==> src/core/pmt_regs.svh <==
// pmt_regs.svh: register indexes, reset values, field positions and timing constants of the pm control group
// assumes inclusion by bare name from the design module
// Operation
// - gpio enable bit low disables gpio ports, ignores access and activate bit
// - function signals go high-z when override bit or own config bit 0 set
// - hard reset clears the high-z override register to 00h
// - override bits: 0 kbd/mouse, 3 floppy, 4 parallel, 5 uart2/ir, 6 uart1
// - clock source field: 00 ext 24 MHz, 10 ext 48 MHz, 11 multiplier, 01 reserved
// - reset loads clock source bit 0 with inverted clock strap
// - multiplier runs only while its enable bit is 1; default 0
// - read-only status bit 7 shows multiplier output stable and toggling
// - hard reset sets function clock gate register to 0Eh
// - pm timer clock enable 0 blocks timer registers; status/enable flags read 0; here the bit only drives o_pm_timer_en, timer registers stay accessible
// - parallel, uart2, uart1 clocks run when gate bit and own config bit 1 set
// - read-only busy bits: bit 6 uart2, bit 7 uart1
// - period register holds programmed value 1..255 minutes, never the live count
// - writing zero to period stops the countdown and deasserts output
// - hard reset or pm activation clears period and disables timer and output
// - software reset deactivates pm function and resets the timer
// - countdown reaching zero asserts active-low timeout output
// - writing non-zero period returns timeout output high
// - each enabled trigger reloads counter from programmed period
// - triggers come from active irq state, regardless of polarity or type
// - reset and pm activation clear all trigger enable bits
// - trigger bits: 0 keyboard controller irq, 1 mouse irq, 2 uart1 irq
// - trigger bit 3 admits uart2 irq; bits 7 to 4 reserved
// - read-only status bit shows timeout output level, 0 active
`ifndef PMT_REGS_SVH
`define PMT_REGS_SVH
`define PMT_IDX_FUNC_EN2 5'h01
`define PMT_IDX_HIZ 5'h02
`define PMT_IDX_CLKSRC 5'h03
`define PMT_IDX_GATE 5'h04
`define PMT_IDX_PERIOD 5'h05
`define PMT_IDX_TRIG 5'h06
`define PMT_IDX_STATUS 5'h07
`define PMT_RST_FUNC_EN2 8'h87
`define PMT_RST_HIZ 8'h00
`define PMT_RST_GATE 8'h0E
`define PMT_RST_PERIOD 8'h00
`define PMT_RST_TRIG 8'h00
`define PMT_HIZ_WMASK 8'h79
`define PMT_CLKSRC_WMASK 8'h07
`define PMT_GATE_WMASK 8'h0F
`define PMT_TRIG_WMASK 8'h0F
`define PMT_IDX_WMASK 8'h1F
`define PMT_BIT_GPIO_EN 7
`define PMT_BIT_MUL_EN 2
`define PMT_BIT_MUL_OK 7
`define PMT_BIT_TMR_CLK 0
`define PMT_BIT_BUSY2 6
`define PMT_BIT_BUSY1 7
`define PMT_MINUTE_S 60
`define PMT_RST_IDX 5'h00
`define PMT_RST_CLKSRC 3'h0
`define PMT_STRAP_SETTLE 2'h2
`define PMT_STRAP_DONE 2'h3
`define PMT_BIT_HIZ_KBD 0
`define PMT_BIT_HIZ_FDC 3
`define PMT_BIT_HIZ_PAR 4
`define PMT_BIT_HIZ_UART2 5
`define PMT_BIT_HIZ_UART1 6
`define PMT_BIT_CLK_PAR 1
`define PMT_BIT_CLK_UART2 2
`define PMT_BIT_CLK_UART1 3
`define PMT_BIT_OUT_ST 0
`endif

==> src/core/pmt_pkg.sv <==
// pmt_pkg.sv: types shared by the pm control block
// assumes pmt_regs.svh on the include path
package pmt_pkg;
  // per-function signal group: kbd/mouse, floppy, parallel, uart2, uart1
  typedef struct packed {
    logic uart1;
    logic uart2;
    logic par;
    logic fdc;
    logic kbd;
  } pmt_func_s;
  // clock source codes
  typedef enum logic [1:0] {
    PMT_SRC_X24 = 2'h0,
    PMT_SRC_RSV = 2'h1,
    PMT_SRC_X48 = 2'h2,
    PMT_SRC_MUL = 2'h3
  } pmt_src_e;
  typedef enum logic [2:0] {
    PMT_ST_IDLE = 3'h1,
    PMT_ST_RUN = 3'h2,
    PMT_ST_FIRED = 3'h4
  } pmt_state_e;
endpackage

==> src/core/pmt_ctrl.sv <==
// pmt_ctrl.sv: pm control registers behind index/data port, with minute time-out timer
// assumes host strobes synchronous to i_ref_clk; strap, irq and status inputs are asynchronous
`timescale 1ns/100ps
`include "pmt_regs.svh"
module pmt_ctrl #(
  parameter int unsigned CLK_HZ = 40000000,
  parameter int unsigned MINUTE_CYCLES = CLK_HZ * `PMT_MINUTE_S
) (
  input wire logic i_ref_clk, // 40 MHz clock
  input wire logic i_rst, // async reset, high
  input wire logic i_sw_rst, // software reset pulse
  input wire logic i_pm_activate, // pm device activation pulse
  input wire logic i_addr, // 0 index port, 1 data port
  input wire logic i_wr, // write strobe
  input wire logic i_rd, // read strobe
  input wire logic [7:0] i_wdata, // write data
  output logic [7:0] o_rdata, // read data, registered
  input wire logic i_clk_strap_pin, // clock strap
  input wire logic i_mul_stable, // multiplier output toggling
  input wire logic i_uart2_busy, // uart2 busy
  input wire logic i_uart1_busy, // uart1 busy
  input wire pmt_pkg::pmt_func_s i_cfg_hiz, // functions' own config bit 0
  input wire pmt_pkg::pmt_func_s i_cfg_clk, // functions' own config bit 1
  input wire logic [3:0] i_irq_active, // active irqs: uart2, uart1, mouse, kbd ctrl
  output pmt_pkg::pmt_func_s o_hiz, // per-function high-z
  output logic o_par_clk_en, // parallel port clock run
  output logic o_uart2_clk_en, // uart2 clock run
  output logic o_uart1_clk_en, // uart1 clock run
  output logic [1:0] o_clk_src, // internal clock source
  output logic o_mul_en, // multiplier enable
  output logic o_gpio_en, // gpio ports enable
  output logic o_pm_timer_en, // pm timer registers accessible
  output logic o_pm_active, // pm function active
  output logic o_timeout_out_n // time-out output, active low
);
  initial
  begin
    if (MINUTE_CYCLES < 2)
    begin
      $error("MINUTE_CYCLES too small");
    end
    if (CLK_HZ == 0)
    begin
      $error("CLK_HZ must be non-zero");
    end
  end
  localparam int unsigned PW = $clog2(MINUTE_CYCLES);

  logic [1:0] strap_s_q;
  logic [1:0] mul_s_q;
  logic [1:0] b2_s_q;
  logic [1:0] b1_s_q;
  logic [3:0] irq_s1_q;
  logic [3:0] irq_s2_q;
  logic [4:0] idx_q;
  logic [7:0] fen2_q;
  logic [7:0] hiz_q;
  logic [7:0] gate_q;
  logic [7:0] period_q;
  logic [7:0] trig_q;
  logic [7:0] rdata_q;
  logic [7:0] cnt_q;
  logic [7:0] cnt_d;
  logic [2:0] src_q;
  logic [1:0] strap_wait_q;
  logic out_n_q;
  logic out_n_d;
  logic pm_act_q;
  logic [PW-1:0] pre_q;
  logic [PW-1:0] pre_d;
  pmt_pkg::pmt_state_e st_q;
  pmt_pkg::pmt_state_e st_d;

  // status synchronisers
  always_ff @(posedge i_ref_clk or posedge i_rst)
  begin
    if (i_rst)
    begin
      strap_s_q <= 2'h0;
      mul_s_q <= 2'h0;
      b2_s_q <= 2'h0;
      b1_s_q <= 2'h0;
    end
    else
    begin
      strap_s_q <= {strap_s_q[0], i_clk_strap_pin};
      mul_s_q <= {mul_s_q[0], i_mul_stable};
      b2_s_q <= {b2_s_q[0], i_uart2_busy};
      b1_s_q <= {b1_s_q[0], i_uart1_busy};
    end
  end

  // irq synchroniser, first stage read only by the second
  always_ff @(posedge i_ref_clk or posedge i_rst)
  begin
    if (i_rst)
    begin
      irq_s1_q <= 4'h0;
      irq_s2_q <= 4'h0;
    end
    else
    begin
      irq_s1_q <= i_irq_active;
      irq_s2_q <= irq_s1_q;
    end
  end

  // index decode
  wire wr_idx = i_wr & ~i_addr;
  wire wr_dat = i_wr & i_addr;
  wire sel_fen2 = (idx_q == `PMT_IDX_FUNC_EN2);
  wire sel_hiz = (idx_q == `PMT_IDX_HIZ);
  wire sel_clksrc = (idx_q == `PMT_IDX_CLKSRC);
  wire sel_gate = (idx_q == `PMT_IDX_GATE);
  wire sel_period = (idx_q == `PMT_IDX_PERIOD);
  wire sel_trig = (idx_q == `PMT_IDX_TRIG);
  wire wr_fen2 = wr_dat & sel_fen2;
  wire wr_hiz = wr_dat & sel_hiz;
  wire wr_clksrc = wr_dat & sel_clksrc;
  wire wr_gate = wr_dat & sel_gate;
  wire wr_period = wr_dat & sel_period;
  wire wr_trig = wr_dat & sel_trig;
  // strap read once the synchroniser holds a sampled pin value
  wire strap_load = (strap_wait_q == `PMT_STRAP_SETTLE);
  // pm activation and software reset both reinit the timer group
  wire tmr_init = i_sw_rst | i_pm_activate;
  wire [3:0] trig_hit = irq_s2_q & trig_q[3:0];
  wire reload = (|trig_hit) & (period_q != 8'h00) & (st_q == pmt_pkg::PMT_ST_RUN);
  wire tick = (pre_q == PW'(MINUTE_CYCLES - 1));

  function automatic logic [7:0] wmerge(input logic [7:0] old, input logic [7:0] nw, input logic [7:0] m);
    wmerge = (old & ~m) | (nw & m);
  endfunction

  // index register
  always_ff @(posedge i_ref_clk or posedge i_rst)
  begin
    if (i_rst)
    begin
      idx_q <= `PMT_RST_IDX;
    end
    else if (wr_idx)
    begin
      idx_q <= i_wdata[4:0];
    end
  end

  // function enable two
  always_ff @(posedge i_ref_clk or posedge i_rst)
  begin
    if (i_rst)
    begin
      fen2_q <= `PMT_RST_FUNC_EN2;
    end
    else if (wr_fen2)
    begin
      fen2_q <= i_wdata;
    end
  end

  // high-z override
  always_ff @(posedge i_ref_clk or posedge i_rst)
  begin
    if (i_rst)
    begin
      hiz_q <= `PMT_RST_HIZ;
    end
    else if (wr_hiz)
    begin
      hiz_q <= wmerge(hiz_q, i_wdata, `PMT_HIZ_WMASK);
    end
  end

  // function clock gate
  always_ff @(posedge i_ref_clk or posedge i_rst)
  begin
    if (i_rst)
    begin
      gate_q <= `PMT_RST_GATE;
    end
    else if (wr_gate)
    begin
      gate_q <= wmerge(gate_q, i_wdata, `PMT_GATE_WMASK);
    end
  end

  // clock source, inverted strap loaded into bit 0 after reset
  always_ff @(posedge i_ref_clk or posedge i_rst)
  begin
    if (i_rst)
    begin
      src_q <= `PMT_RST_CLKSRC;
      strap_wait_q <= 2'h0;
    end
    else
    begin
      if (wr_clksrc)
      begin
        src_q <= i_wdata[2:0];
      end
      else if (strap_load)
      begin
        src_q[0] <= ~strap_s_q[1];
      end
      if (strap_wait_q != `PMT_STRAP_DONE)
      begin
        strap_wait_q <= strap_wait_q + 2'h1;
      end
    end
  end

  // trigger enables
  always_ff @(posedge i_ref_clk or posedge i_rst)
  begin
    if (i_rst)
    begin
      trig_q <= `PMT_RST_TRIG;
    end
    else if (tmr_init)
    begin
      trig_q <= `PMT_RST_TRIG;
    end
    else if (wr_trig)
    begin
      trig_q <= wmerge(trig_q, i_wdata, `PMT_TRIG_WMASK);
    end
  end

  // programmed period
  always_ff @(posedge i_ref_clk or posedge i_rst)
  begin
    if (i_rst)
    begin
      period_q <= `PMT_RST_PERIOD;
    end
    else if (tmr_init)
    begin
      period_q <= `PMT_RST_PERIOD;
    end
    else if (wr_period)
    begin
      period_q <= i_wdata;
    end
  end

  // pm function active
  always_ff @(posedge i_ref_clk or posedge i_rst)
  begin
    if (i_rst)
    begin
      pm_act_q <= 1'b0;
    end
    else if (i_sw_rst)
    begin
      pm_act_q <= 1'b0;
    end
    else if (i_pm_activate)
    begin
      pm_act_q <= 1'b1;
    end
  end

  // countdown state machine
  always_comb
  begin
    st_d = st_q;
    cnt_d = cnt_q;
    pre_d = tick ? '0 : pre_q + PW'(1);
    out_n_d = out_n_q;
    unique case (st_q)
      pmt_pkg::PMT_ST_IDLE: ;
      pmt_pkg::PMT_ST_RUN:
      begin
        if (reload)
        begin
          cnt_d = period_q;
          pre_d = '0;
        end
        else if (tick)
        begin
          cnt_d = cnt_q - 8'h01;
          if (cnt_q == 8'h01)
          begin
            st_d = pmt_pkg::PMT_ST_FIRED;
            out_n_d = 1'b0;
          end
        end
      end
      pmt_pkg::PMT_ST_FIRED: ;
      default: st_d = pmt_pkg::PMT_ST_IDLE;
    endcase
    if (st_d != pmt_pkg::PMT_ST_RUN)
    begin
      pre_d = '0;
    end
    if (wr_period)
    begin
      cnt_d = i_wdata;
      pre_d = '0;
      out_n_d = 1'b1;
      st_d = (i_wdata == 8'h00) ? pmt_pkg::PMT_ST_IDLE : pmt_pkg::PMT_ST_RUN;
    end
    if (tmr_init)
    begin
      cnt_d = 8'h00;
      pre_d = '0;
      out_n_d = 1'b1;
      st_d = pmt_pkg::PMT_ST_IDLE;
    end
  end

  // state and output
  always_ff @(posedge i_ref_clk or posedge i_rst)
  begin
    if (i_rst)
    begin
      st_q <= pmt_pkg::PMT_ST_IDLE;
      out_n_q <= 1'b1;
    end
    else
    begin
      st_q <= st_d;
      out_n_q <= out_n_d;
    end
  end

  // count and minute prescaler
  always_ff @(posedge i_ref_clk or posedge i_rst)
  begin
    if (i_rst)
    begin
      cnt_q <= 8'h00;
      pre_q <= '0;
    end
    else
    begin
      cnt_q <= cnt_d;
      pre_q <= pre_d;
    end
  end

  // read mux
  wire [7:0] clksrc_rd = (8'(src_q) & `PMT_CLKSRC_WMASK) | (8'(mul_s_q[1]) << `PMT_BIT_MUL_OK);
  wire [7:0] gate_rd = (gate_q & `PMT_GATE_WMASK) | (8'(b1_s_q[1]) << `PMT_BIT_BUSY1)
    | (8'(b2_s_q[1]) << `PMT_BIT_BUSY2);
  wire [7:0] stat_rd = 8'(out_n_q) << `PMT_BIT_OUT_ST;
  wire [7:0] idx_rd = {3'h0, idx_q};
  logic [7:0] dat_rd;
  always_comb
  begin
    unique case (idx_q)
      `PMT_IDX_FUNC_EN2: dat_rd = fen2_q;
      `PMT_IDX_HIZ: dat_rd = hiz_q;
      `PMT_IDX_CLKSRC: dat_rd = clksrc_rd;
      `PMT_IDX_GATE: dat_rd = gate_rd;
      `PMT_IDX_PERIOD: dat_rd = period_q;
      `PMT_IDX_TRIG: dat_rd = trig_q;
      `PMT_IDX_STATUS: dat_rd = stat_rd;
      default: dat_rd = 8'h00;
    endcase
  end

  always_ff @(posedge i_ref_clk or posedge i_rst)
  begin
    if (i_rst)
    begin
      rdata_q <= 8'h00;
    end
    else if (i_rd)
    begin
      rdata_q <= i_addr ? dat_rd : idx_rd;
    end
  end

  assign o_rdata = rdata_q;
  // override or own config bit puts a function in high-z
  assign o_hiz.kbd = hiz_q[`PMT_BIT_HIZ_KBD] | i_cfg_hiz.kbd;
  assign o_hiz.fdc = hiz_q[`PMT_BIT_HIZ_FDC] | i_cfg_hiz.fdc;
  assign o_hiz.par = hiz_q[`PMT_BIT_HIZ_PAR] | i_cfg_hiz.par;
  assign o_hiz.uart2 = hiz_q[`PMT_BIT_HIZ_UART2] | i_cfg_hiz.uart2;
  assign o_hiz.uart1 = hiz_q[`PMT_BIT_HIZ_UART1] | i_cfg_hiz.uart1;
  // clock runs only with gate bit and own config bit both set
  assign o_par_clk_en = gate_q[`PMT_BIT_CLK_PAR] & i_cfg_clk.par;
  assign o_uart2_clk_en = gate_q[`PMT_BIT_CLK_UART2] & i_cfg_clk.uart2;
  assign o_uart1_clk_en = gate_q[`PMT_BIT_CLK_UART1] & i_cfg_clk.uart1;
  assign o_clk_src = src_q[1:0];
  assign o_mul_en = src_q[`PMT_BIT_MUL_EN];
  assign o_gpio_en = fen2_q[`PMT_BIT_GPIO_EN];
  assign o_pm_timer_en = gate_q[`PMT_BIT_TMR_CLK];
  assign o_pm_active = pm_act_q;
  assign o_timeout_out_n = out_n_q;
endmodule

==> config.mk <==
export PLATFORM = sky130hd
export DESIGN_NAME = pmt_ctrl
export DESIGN_NICKNAME = d
export VERILOG_FILES = /design/src/core/pmt_pkg.sv /design/src/core/pmt_ctrl.sv
export VERILOG_INCLUDE_DIRS = /design/src /design/src/core
export SDC_FILE = /design/constraint.sdc
export NUM_CORES = 1
export LEC_CHECK = 0
export ABC_AREA = 1
export BUFFER_PORTS_ARGS = -buffer_cell sky130_fd_sc_hd__buf_2
export CORE_ASPECT_RATIO = 0.6
export CORE_UTILIZATION = 59
export DETAILED_ROUTE_END_ITERATION = 6
export PLACE_DENSITY = 0.86
export SYNTH_ARGS = -nofsm -noshare
export SYNTH_HDL_FRONTEND = slang
export SYNTH_SLANG_ARGS = --single-unit
==> constraint.sdc <==
create_clock -name i_ref_clk -period 3.9 [get_ports i_ref_clk]
set_input_delay 0.39 -clock i_ref_clk [delete_from_list [all_inputs] [get_ports i_ref_clk]]
set_output_delay 0.39 -clock i_ref_clk [all_outputs]
set_load 0.005 [all_outputs]
Yosys cells after proc, flatten, opt, wreduce, memory -nomap -nowiden
Cells that the tools add are included.
W data, S select, Z words.
{"block": "totals", "wordCells": 116, "in_bits": 33, "romBits": 0, "reg_bits": 119, "out_inout_bits": 23, "memories": 0, "ram_bits": 0, "latch_bits": 0}
{"block": "classes", "n_shift": 0, "mul": 0, "n_mux": 34, "reduce_logical": 14, "n_eq_ne": 16, "bitwise": 28, "n_div": 0, "add_sub_neg": 3, "n_lt_le_gt_ge": 0}
{"op": "$mux W32", "n": 6}
{"op": "$mux W8", "n": 10}
{"op": "$pmux W8 S7", "n": 1}
{"op": "$add A32 B1 Y32 const B", "n": 1}
{"op": "$eq A32 B32 Y1 const B", "n": 1}
{"op": "$eq A5 B3 Y1 const B", "n": 4}
{"op": "$or A8 B4 Y8", "n": 2}
{"op": "$or A8 B7 Y8", "n": 2}
{"op": "$mux W3", "n": 5}
{"op": "$and A1 B1 Y1", "n": 13}
{"op": "$eq A5 B2 Y1 const B", "n": 2}
{"op": "$mux W1", "n": 10}
{"op": "$reduce_bool A3 Y1", "n": 3}
{"op": "$eq A8 B1 Y1 const B", "n": 1}
{"op": "$logic_not A8 Y1", "n": 1}
{"op": "$or A3 B8 Y8", "n": 1}
{"op": "$or A4 B8 Y8", "n": 1}
{"op": "$reduce_bool A2 Y1", "n": 4}
{"op": "$reduce_bool A8 Y1", "n": 1}
{"op": "$sub A8 B1 Y8 const B", "n": 1}
{"op": "$or A1 B1 Y1", "n": 6}
{"op": "$pmux W3 S2", "n": 1}
{"op": "$eq A5 B1 Y1 const B", "n": 1}
{"op": "$and A4 B4 Y4", "n": 1}
{"op": "15 further kinds", "n": 16}

Logic depth before layout (Yosys ltp)
Gate-level depths: netlist of the first run.
{"block": "logic_depth", "depth_word": 10, "ltp_mapped": 11, "mapped_depth_nobuf": 11}

Worst setup path before layout of the first run
OpenSTA, ideal clock, no wires.
{"block": "synth_timing", "path_type": "register -> register", "from": "reg pre_q[0]", "to": "reg pre_q[9]", "period_less_slack_ns": 1.631, "t_required_ns": 3.780, "setup_ns": 0.120, "n_path_buf": 1, "path_stages_with_launch": 12, "arrival_ns": 1.511, "path_slack_ns": 2.269, "path_cell_list": "dfrtp_1 ha_1 nand3_1 inv_1 nand2_1 inv_2 nand3_1 nor2_2 nand3_2 nand3_4 buf_6 nor2_1"}
{"block": "synth_via", "elab_chain_cells": 8, "elab_cells_between_ends": 12, "classes_between": "add/sub (1); eq/ne (2); mux (9)"}
{"item": "start, declared", "line_no": "pmt_ctrl.sv:69", "source": "logic [PW-1:0] pre_q;"}
{"item": "start signal, assigned", "line_no": "pmt_ctrl.sv:338", "source": "pre_q <= pre_d;"}
{"item": "branches (longest 5 deep; another with $add A32 B1 Y32)"}
{"item": "$mux W32 *", "line_no": "pmt_ctrl.sv:292", "source": "if (st_d != pmt_pkg::PMT_ST_RUN)"}
{"item": "$mux W32 *", "line_no": "pmt_ctrl.sv:296", "source": "if (wr_period)"}
{"item": "$mux W32 *", "line_no": "pmt_ctrl.sv:303", "source": "if (tmr_init)"}
{"item": "net pre_d[9]", "line_no": "pmt_ctrl.sv:70", "source": "logic [PW-1:0] pre_d;"}
Mark *: on every way through the listed nets, which the timed path passes.
A chain may end at the register's enable or synchronous reset.

Worst setup path in the final report of the first run
{"block": "layout_timing", "from": "reg pre_q[0]", "to": "reg pre_q[3]"}
The elaborated chain is that of the path after synthesis.

==> impl_metrics.csv, run 1 <==
group,metric,value,unit
run_status,outcome,"completed",
timing,final.setup.tns,0,ns
grt,grt_pass1_wl,23100,um
grt,track_usage,30.8,%
grt,top_usage_layer,"met1",
clocking,htree_levels,3,
floorplanning,rows,27,
synth,synth_top_area_share,44.6,%
critical_path,arrival,2.33,ns
clocking,clockBufferDepth,2,
floorplanning,die-area,0.00982,sq mm
layout,drive_gt1_share,13.5,%
synth,yosysSeqAreaShare,48.8,%
layout,multi_input_area,0.00247,sq mm
layout,regArea,0.00271,sq mm
critical_path,cp.required,4.17,ns
placement,gp_congestion,0.929,
synth,synth_top_area_cell,"dfrtp_1",
layout,final_util,68.3,%
timing,clock.fmax,486,MHz
synth,synth-edff-count,0,
placement,port_buffers,53,
synth,ys_warn_count,0,
grt,grt_max_degree,65,
route,wl,14000,um
grt,grtUsageMet1,47.8,%
synth,synthTopCellsByArea,"dfrtp_1, nand2_1, nor2_1",
job,drv_cap,0,
grt,use_met3,9.70,%
clocking,cts.sinks,108,
synth,synth_area,0.00556,sq mm
clocking,post_cts_buffers,0,
clocking,cts-buffers-inserted,9,
timing,period_share,52.7,%
synth,synthCells,723,
floorplanning,coreArea,0.00916,sq mm
clocking,hold_buffers,0,
synth,syn_nets,761,
critical_path,start_kind,"flip-flop",
pwr,p_per_area,435,mW/mm^2
clocking,clock_latency,0.36,ns
layout,fin_nets,818,
layout,synthToLayoutAreaGrowth,12.5,%
route,detail_route.iter0.violations,602,
synth,ys_types,35,
timing,worst_pin_slew,0.782,ns
floorplanning,die_h,77.2,um
route,drc,0,
hold_path,hp-class,"input pin to flip-flop",
clocking,cts_tree,"yes",
floorplanning,initial_core_util,60.7,%
synth,syn_area_per_cell,7.69,sq um
timing,setup_viol,0,
route,first_pass_iters,5,
synth,synth.top_cells.by_count,"nand2_1, nor2_1, dfrtp_1, inv_1, nand3_1",
timing,period_needed,2.06,ns
pwr,ir_worst_vdd,0.000319,V
timing,slew_violations,0,
floorplanning,io_pins,56,
timing,fin_skew,0.00881,ns
grt,grt_pass1_vias,4702,
synth,synth-seq-cells,108,
critical_path,crit_type,"flip-flop to flip-flop",
route,wire_per_inst,15.3,um
clocking,cts.clk_slew.worst_paths,0.08,ns
route,vias_per_cell,5.57,
timing,rsz0062_at_grt,"false",
layout,diodes,0,
timing,report.final.hold_viol_count,0,
timing,max-slew-margin-rel,47.4,%
route,vias,5100,
pwr,p_leak,3.03,nW
clocking,cts_resized,0,
grt,grt_overflow,0,
synth,synthArstFlopShare,100,%
critical_path,end_kind,"flip-flop",
route,ant_nets,0,
layout,fillCellCount,700,
critical_path,cp_max_fo,25,
grt,antenna_found_initial,0,
placement,dp_hpwl,10600,um
synth,synth_flop_cell,"dfrtp_1",
synth,yosysMostFrequentCell,"nand2_1",
grt,grtUsageMet2,41.4,%
floorplanning,die_w,127,um
clocking,root_buffer,"clkbuf_16",
## flip-flops by register name, indices dropped and copies added (netlist names), 5 cells and up
register,flops
pre_q,32
hiz_q,5
idx_q,5
cnt_q,8
o_rdata,8
fen2_q,8
period_q,8
## final cells by class
type	count	share of cell area, %
Sequential cell	108	43.4
Multi-Input combinational cell	524	39.5
Inverter	82	5.00
Timing Repair Buffer	55	4.48
Clock buffer	9	3.60
Tap cell	130	2.60
Clock inverter	7	1.44
## worst paths after layout
| path | from | to | slack (ns) | depth (start not counted) |
|---|---|---|---|---|
| setup / recovery | pre_q[0]$_DFF_PP0_ | pre_q[3]$_DFF_PP0_ | 1.84 | 10 |
| hold / removal | i_uart2_busy | b2_s_q[0]$_DFF_PP0_ | 0.13 | 1 |
| setup reg to reg | pre_q[0]$_DFF_PP0_ | pre_q[3]$_DFF_PP0_ | 1.84 | 10 |
| hold reg to reg | irq_s1_q[2]$_DFF_PP0_ | irq_s2_q[2]$_DFF_PP0_ | 0.35 | 0 |
| max in group asynchronous | i_rst | st_q[0]$_DFF_PP1_ | 2.84 | 3 |
| min in group asynchronous | i_rst | pre_q[13]$_DFF_PP0_ | 0.18 | 2 |
## critical path, cell delays in order, from the launching register on
cell	delay, ns
dfrtp_1	0.42
ha_1	0.24
nand3_1	0.14
inv_1	0.08
nand2_1	0.16
nor2_1	0.08
nand2_1	0.13
nand3_4	0.10
inv_4	0.13
nand3_4	0.26
nor2_1	0.22
## metrics by stage
step           setup slack, ns  area, sq um  power (mW)  hold WS, ns  instances
3_5_place_dp              1.90         5940        1.76        0.336        899
6_report                  1.84         6250        2.72        0.135        915
5_1_grt                   1.61         6250        2.85        0.126        915
3_3_place_gp              1.96         5940        1.74        0.332        899
2_1_floorplan            0.679         5560        1.61        0.331        723
4_1_cts                   1.88         6250        2.73        0.129        915
## cell usage in the layout (no fill, tap or decap), drive strengths merged, types with 5 or more instances in the layout
cell type,netlist,routed
nor3,9,9
dfrtp,99,99
o21ai,43,43
nand2,209,209
inv,82,87
ha,5,5
clkbuf,1,9
dfstp,9,9
nand3,65,65
xnor2,5,5
nand4,10,10
xor2,18,18
nor2,125,125
a21oi,19,19
buf,8,55
or2,6,6
## routing by layer
| layer | share of wire (%) | up-vias |
|---|---|---|
| met1 | 46 | 2418 |
| met5 | 0 | - |
| met3 | 12 | 24 |
| met2 | 41 | 266 |
| met4 | 1.2 | 0 |
| li1 | - | 2392 |
## cells by family (layout without fill, tap and decap cells)
logic type | count (synthesis) | count (layout) | synth area share (%)
adders and majority gates | 5 | 5 | 1.13
xor gates and xnor gates | 23 | 23 | 3.63
buffers and inverters | 91 | 153 | 6.73
and+or+nand+nor | 427 | 427 | 33.1
AOI/OAI and AO/OA | 68 | 68 | 6.39
DFF | 108 | 108 | 48.8
muxes | 1 | 1 | 0.203
## power breakdown
group	leakage (nW)	switching (mW)	total [mW]	internal, mW
Combinational	1.49	0.246	0.402	0.156
Sequential	1.38	0.0954	1.35	1.26
Clock	0.156	0.452	0.969	0.518
Note: power is estimated with default switching activity, not from simulation.
==> run 2, diff against run 1 <==
--- a/config.mk
+++ b/config.mk
@@ -6,7 +6,7 @@
 export SDC_FILE = /design/constraint.sdc
 export NUM_CORES = 1
 export LEC_CHECK = 0
-export ABC_AREA = 1
+export ABC_AREA = 0
 export BUFFER_PORTS_ARGS = -buffer_cell sky130_fd_sc_hd__buf_2
 export CORE_ASPECT_RATIO = 0.6
 export CORE_UTILIZATION = 59
==> constraint.sdc (replaced) <==
create_clock -name i_ref_clk -period 1.99 [get_ports i_ref_clk]
set_input_delay 0.199 -clock i_ref_clk [delete_from_list [all_inputs] [get_ports i_ref_clk]]
set_output_delay 0.199 -clock i_ref_clk [all_outputs]
set_load 0.005 [all_outputs]
==> run 2 against run 1 <==
The run now ends with design-rule violations left. Final cell count is 24% lower. Die area down 5.5%. Combinational power increased by 88%. Flip-flop and latch count stayed put. Sequential power is 90% higher. Total power is 89% higher. Clock skew grew 0.0025 ns. Synthesized cell count is 33% lower. Clock power increased by 89%. Fmax increased by 4.1%. Largest cell class unchanged. Largest power group unchanged.
==> impl_metrics.csv, run 2 <==
group,metric,value,unit
placement,post-place-ws,-0.0676,ns
timing,clock.fmax,506,MHz
placement,dp.cells,665,
job,drv_cap,0,
floorplanning,initial_core_util,61.3,%
layout,layout.cells.most_common_list,"dfrtp_1, buf_2, nor2_1",
pwr,power,5.15,mW
floorplanning,die-area,0.00928,sq mm
critical_path,crit_chain,"or3b_1, nor3_4, nand2_1, mux2_2",
hold_path,hp-class,"input pin to asynchronous set/reset pin",
clocking,clock_latency,0.35,ns
pwr,ir_worst_vdd,0.000555,V
synth,synth_top_area_share,47.2,%
grt,grt_max_degree,109,
critical_path,path_buf_inv,0,
synth,synth-seq-cells,108,
grt,grt_pass1_wl,20500,um
critical_path,slowest_delay,0.49,ns
timing,max-slew-margin-rel,63.5,%
synth,syn_nets,526,
layout,layout.cells.non_filler,694,
route,ant_nets,0,
timing,finalHoldWorstSlack,0.00653,ns
timing,fin_skew,0.0114,ns
synth,synth_top_area_cell,"dfrtp_1",
synth,synthArstFlopShare,100,%
route,vias_per_cell,6.24,
route,first_pass_iters,7,
floorplanning,coreArea,0.00856,sq mm
critical_path,arrival,2.21,ns
critical_path,critPathSlowestCell,"or3b_1",
timing,final.setup.tns,0,ns
critical_path,cpLargestDelayFamily,"simple AND/OR/NAND/NOR gates",
layout,largest_reg_flops,32,
synth,syn_area_per_cell,10.7,sq um
grt,track_usage,30.1,%
layout,max_flop_register,"pre_q",
layout,final_common_cell,"dfrtp_1",
clocking,cts.sinks,108,
synth,synth_flop_cell,"dfrtp_1",
grt,antenna_found_initial,0,
route,detail_route.iter0.violations,470,
route,vias,4331,
timing,period_needed,1.98,ns
synth,synthTopCellsByArea,"dfrtp_1, mux2_2, dfstp_2",
run_status,violations,"design-rule violations",
critical_path,end_kind,"flip-flop",
floorplanning,die_w,124,um
layout,final_util,74.0,%
clocking,root_buffer,"clkbuf_16",
timing,slew_violations,0,
clocking,htree_levels,3,
critical_path,cp_max_fo,6,
clocking,clockBufferDepth,2,
clocking,cts_tree,"yes",
synth,synth_area,0.00525,sq mm
floorplanning,die_h,75.0,um
synth,synth-edff-count,0,
grt,grt_pass1_vias,4015,
placement,dp_hpwl,9040,um
placement,placed_cell_area,0.00581,sq mm
layout,fin_nets,615,
layout,synthToLayoutAreaGrowth,20.7,%
pwr,p_per_area,813,mW/mm^2
route,wl,13300,um
run_status,outcome,"finished, violations left",
layout,drive_gt1_share,31.1,%
timing,report.final.hold_viol_count,0,
synth,yosysSeqAreaShare,51.7,%
placement,port_buffers,53,
grt,grt_overflow,0,
synth,synth.top_cells.by_count,"dfrtp_1, nor2_1, nand2_1, mux2_2, nand3_1",
route,drc,1,
layout,fin_area,0.00633,sq mm
synth,yosysMostFrequentCell,"dfrtp_1",
timing,period_share,99.3,%
floorplanning,io_pins,56,
layout,fillCellCount,545,
clocking,cts.clk_slew.worst_paths,0.08,ns
pwr,p_leak,2.71,nW
synth,ys_warn_count,0,
floorplanning,rows,26,
critical_path,cp.required,2.23,ns
critical_path,start_kind,"flip-flop",
placement,gp_congestion,0.952,
timing,final.setup.worst_slack,0.0134,ns
critical_path,crit_type,"flip-flop to flip-flop",
synth,ys_types,66,
timing,worst_pin_slew,0.548,ns
timing,setup_viol,0,
route,wire_per_inst,19.2,um
clocking,cts-buffers-inserted,9,
layout,diodes,0,
synth,synthCells,488,
==> run 2: cell types whose count changed after synthesis, moves of 8 or more <==
cell     change
and2_1       +8
nand2_1    -164
inv_1       -67
a22oi_1     +16
nor2_1      -71
nand3_1     -38
mux2_2      +27
o21ai_0     -32
==> run 2: kinds of logic (layout without fill, tap and decap cells) <==
family	after synthesis	in the layout	share of synthesized area [%]
xor+xnor	32	32	5.34
simple gates	190	190	20.4
buf+inv	33	127	3.03
fa+ha+maj	5	5	1.19
flops	108	108	51.7
compound gates	91	91	12.1
mux	29	29	6.20
==> run 2: timing repair <==
action | 4_1_cts | 5_1_grt
setup buffers | 0 | 5
pin swaps | 0 | 5
resized for setup | 3 | 14
setup endpoints to repair | 6 | 45
hold buffers | 8 | 0
endpoints found under the hold margin | 8 | 0
==> run 2: metal layers <==
| metal | wire [um] | GRT usage, % | part of all wire [%] | vias up |
|---|---|---|---|---|
| li1 | - | - | - | 1930 |
| met1 | 5640 | 43.3 | 42 | 2106 |
| met2 | 5980 | 44.7 | 45 | 254 |
| met3 | 1420 | 9.39 | 11 | 41 |
| met4 | 277 | 7.76 | 2.1 | 0 |
| met5 | 0 | 0 | 0 | - |
==> run 2: final cells by class <==
| type | instances | area [sq um] | area share [%] |
|---|---|---|---|
| inverter | 12 | 48.8 | 0.771 |
| sequential | 108 | 2720 | 42.9 |
| timing repair buffer | 99 | 656 | 10.4 |
| multi-input combinational | 347 | 2450 | 38.8 |
| clock buffer | 9 | 225 | 3.56 |
| clock inverter | 7 | 88.8 | 1.40 |
| tap | 112 | 140 | 2.21 |
==> run 2: power by group <==
group          internal, mW  switching [mW]  total [mW]
sequential             2.41           0.153        2.57
clock                 0.907           0.919        1.83
combinational         0.381           0.375       0.756
==> run 2: final timing paths <==
check | start | endpoint | slack (ns) | cells after the start
max in group asynchronous | i_rst | idx_q[1]$_DFFE_PP0P_ | 1.55 | 3
setup reg to reg | idx_q[1]$_DFFE_PP0P_ | gate_q[0]$_DFFE_PP0P_ | 0.01 | 4
hold / removal | i_rst | irq_s1_q[0]$_DFF_PP0_ | 0.007 | 3
min in group i_ref_clk | i_sw_rst | o_pm_active$_DFFE_PP0N_ | 0.04 | 2
hold reg to reg | irq_s1_q[0]$_DFF_PP0_ | irq_s2_q[0]$_DFF_PP0_ | 0.35 | 0
setup / recovery | idx_q[1]$_DFFE_PP0P_ | gate_q[0]$_DFFE_PP0P_ | 0.01 | 4
==> run 2: worst register-to-register path: cells and delay by family, from the launching register on <==
kind	cells	cell delay, ns
and+or+nand+nor	3	1.09
DFF	1	0.47
muxes	1	0.32
==> run 3, diff against run 2 <==
--- a/config.mk
+++ b/config.mk
@@ -9,9 +9,9 @@
 export ABC_AREA = 0
 export BUFFER_PORTS_ARGS = -buffer_cell sky130_fd_sc_hd__buf_2
 export CORE_ASPECT_RATIO = 0.6
-export CORE_UTILIZATION = 59
+export CORE_UTILIZATION = 55
 export DETAILED_ROUTE_END_ITERATION = 6
-export PLACE_DENSITY = 0.86
+export PLACE_DENSITY = 0.81
 export SYNTH_ARGS = -nofsm -noshare
 export SYNTH_HDL_FRONTEND = slang
 export SYNTH_SLANG_ARGS = --single-unit
==> run 3 against run 2 <==
Combinational power shrank 4.5%. Clock skew shrank 0.0048 ns. Final area shrank 0.32%. First-iteration DRC count shrank 23%. Register-to-register slack is essentially flat. Critical path type unchanged. Non-clock buffer count is the same. The run now ends clean. Sequential share of layout area grew 0.12 points. Die area grew 7.1%.
==> impl_metrics.csv, run 3 (same netlist as run 2, synthesis figures left out) <==
group,metric,value,unit
critical_path,crit_type,"flip-flop to flip-flop",
timing,clock.fmax,509,MHz
pwr,p_per_area,802,mW/mm^2
clocking,cts.sinks,108,
clocking,root_buffer,"clkbuf_16",
timing,rsz0062_at_grt,"true",
clocking,htree_levels,3,
route,first_pass_iters,7,
placement,post-place-ws,-0.0805,ns
layout,max_flop_register,"pre_q",
pwr,p_leak,2.69,nW
route,detail_route.iter0.violations,363,
pwr,intPower,3.70,mW
critical_path,cp_max_fo,9,
pwr,swShare,26.8,%
critical_path,arrival,2.19,ns
route,drc,0,
job,drv_cap,0,
pwr,power.share.sequential,50.6,%
layout,final_common_cell,"dfrtp_1",
floorplanning,coreArea,0.00922,sq mm
timing,slew_violations,0,
grt,grt_overflow,0,
critical_path,start_kind,"flip-flop",
layout,layout.cells.most_common_list,"dfrtp_1, buf_2, nor2_1",
route,wl,12500,um
timing,period_share,98.7,%
timing,setup_viol,0,
timing,fin_skew,0.00653,ns
timing,period_needed,1.96,ns
timing,finalHoldWorstSlack,0.0280,ns
floorplanning,io_pins,56,
floorplanning,initial_core_util,56.9,%
pwr,ir_worst_vdd,0.000514,V
critical_path,cp.required,2.21,ns
route,vias_per_cell,5.91,
critical_path,end_kind,"flip-flop",
route,ant_nets,0,
pwr,power.share.combinational,14.3,%
clocking,cts.clk_slew.worst_paths,0.07,ns
floorplanning,die_h,77.6,um
layout,diodes,0,
grt,track_usage,27.2,%
pwr,clockPowerShare,35.1,%
grt,antenna_found_initial,1,
layout,fin_area,0.00631,sq mm
clocking,cts-buffers-inserted,9,
grt,grt_pass1_wl,20400,um
layout,synthToLayoutAreaGrowth,20.3,%
timing,max-slew-margin-rel,69.0,%
hold_path,hp-class,"input pin to flip-flop",
placement,gp_congestion,0.906,
pwr,switchingPower,1.36,mW
clocking,clockBufferDepth,2,
timing,final.setup.worst_slack,0.0251,ns
layout,largest_reg_flops,32,
placement,port_buffers,53,
route,vias,4206,
placement,placed_cell_area,0.00584,sq mm
layout,layout.cells.non_filler,712,
floorplanning,rows,27,
floorplanning,die_w,128,um
grt,grt_pass1_vias,3992,
placement,dp.cells,684,
clocking,cts_tree,"yes",
layout,fillCellCount,683,
route,wire_per_inst,17.6,um
floorplanning,die-area,0.00994,sq mm
grt,grt_max_degree,67,
placement,dp_hpwl,9060,um
timing,worst_pin_slew,0.462,ns
layout,final_util,68.4,%
layout,fin_nets,615,
layout,drive_gt1_share,30.4,%
clocking,clock_latency,0.35,ns
run_status,outcome,"completed",
timing,report.final.hold_viol_count,0,
run 3: cell type report:
| type | instances | area (sq um) | area share [%] |
|---|---|---|---|
| flip-flops and latches | 108 | 2720 | 43.0 |
| multi-input cells | 347 | 2420 | 38.4 |
| repair buffers | 99 | 658 | 10.4 |
| clock buffers | 10 | 239 | 3.79 |
| well taps | 130 | 163 | 2.58 |
| clock inverters | 6 | 62.6 | 0.991 |
| inverters | 12 | 48.8 | 0.773 |
run 3: per-layer routing:
layer	wire length, um	GRT usage [%]	part of all wire [%]	vias to the layer above
met5	10	0	0.080	-
met4	170	7.76	1.4	2
met3	1110	8.34	8.8	20
met2	5250	37.6	42	198
met1	6010	40.8	48	2057
li1	-	-	-	1929
run 3: path summary, 6_finish.rpt:
path,from,end,slack [ns],depth (start not counted)
setup / recovery,idx_q[3]$_DFFE_PP0P_,cnt_q[2]$_DFFE_PP0P_,0.03,5
max in group asynchronous,i_rst,gate_q[1]$_DFFE_PP1P_,0.90,4
min in group asynchronous,i_rst,irq_s1_q[1]$_DFF_PP0_,0.39,3
setup reg to reg,idx_q[3]$_DFFE_PP0P_,cnt_q[2]$_DFFE_PP0P_,0.03,5
hold / removal,i_sw_rst,o_pm_active$_DFFE_PP0N_,0.03,2
hold reg to reg,strap_s_q[0]$_DFF_PP0_,strap_s_q[1]$_DFF_PP0_,0.35,0
run 3: metrics by stage:
stage / power (mW) / setup TNS (ns)
after floorplan: 3.02 / 0
after global placement: 3.25 / -0.0691
after CTS: 5.08 / -0.00285
after global routing: 5.27 / -0.0467
after detailed placement: 3.28 / -0.0805
final: 5.06 / 0
run 3: power groups by stage:
stage / combinational, mW / sequential, mW / clock [mW]
global route: 0.788 / 2.59 / 1.90
detailed placement: 0.682 / 2.60 / 0
finish: 0.722 / 2.56 / 1.78
global placement: 0.661 / 2.59 / 0
floorplan: 0.469 / 2.55 / 0
CTS: 0.705 / 2.56 / 1.81
run 3: repair_timing:
| action | 4_1_cts | 5_1_grt |
|---|---|---|
| buffers inserted | 0 | 3 |
| setup endpoints to repair | 2 | 43 |
| pin swaps | 0 | 2 |
| hold buffers | 9 | 0 |
| hold endpoints to repair | 25 | 0 |
| resized for setup | 2 | 8 |
| cloned | 0 | 0 |
run 3: worst max-delay path, stage by stage (launching register included):
cell and delay [ns]:
dfrtp_2 0.49, or3b_1 0.47, o31ai_1 0.43, a211oi_1 0.11, a21oi_1 0.22, o32ai_2 0.12
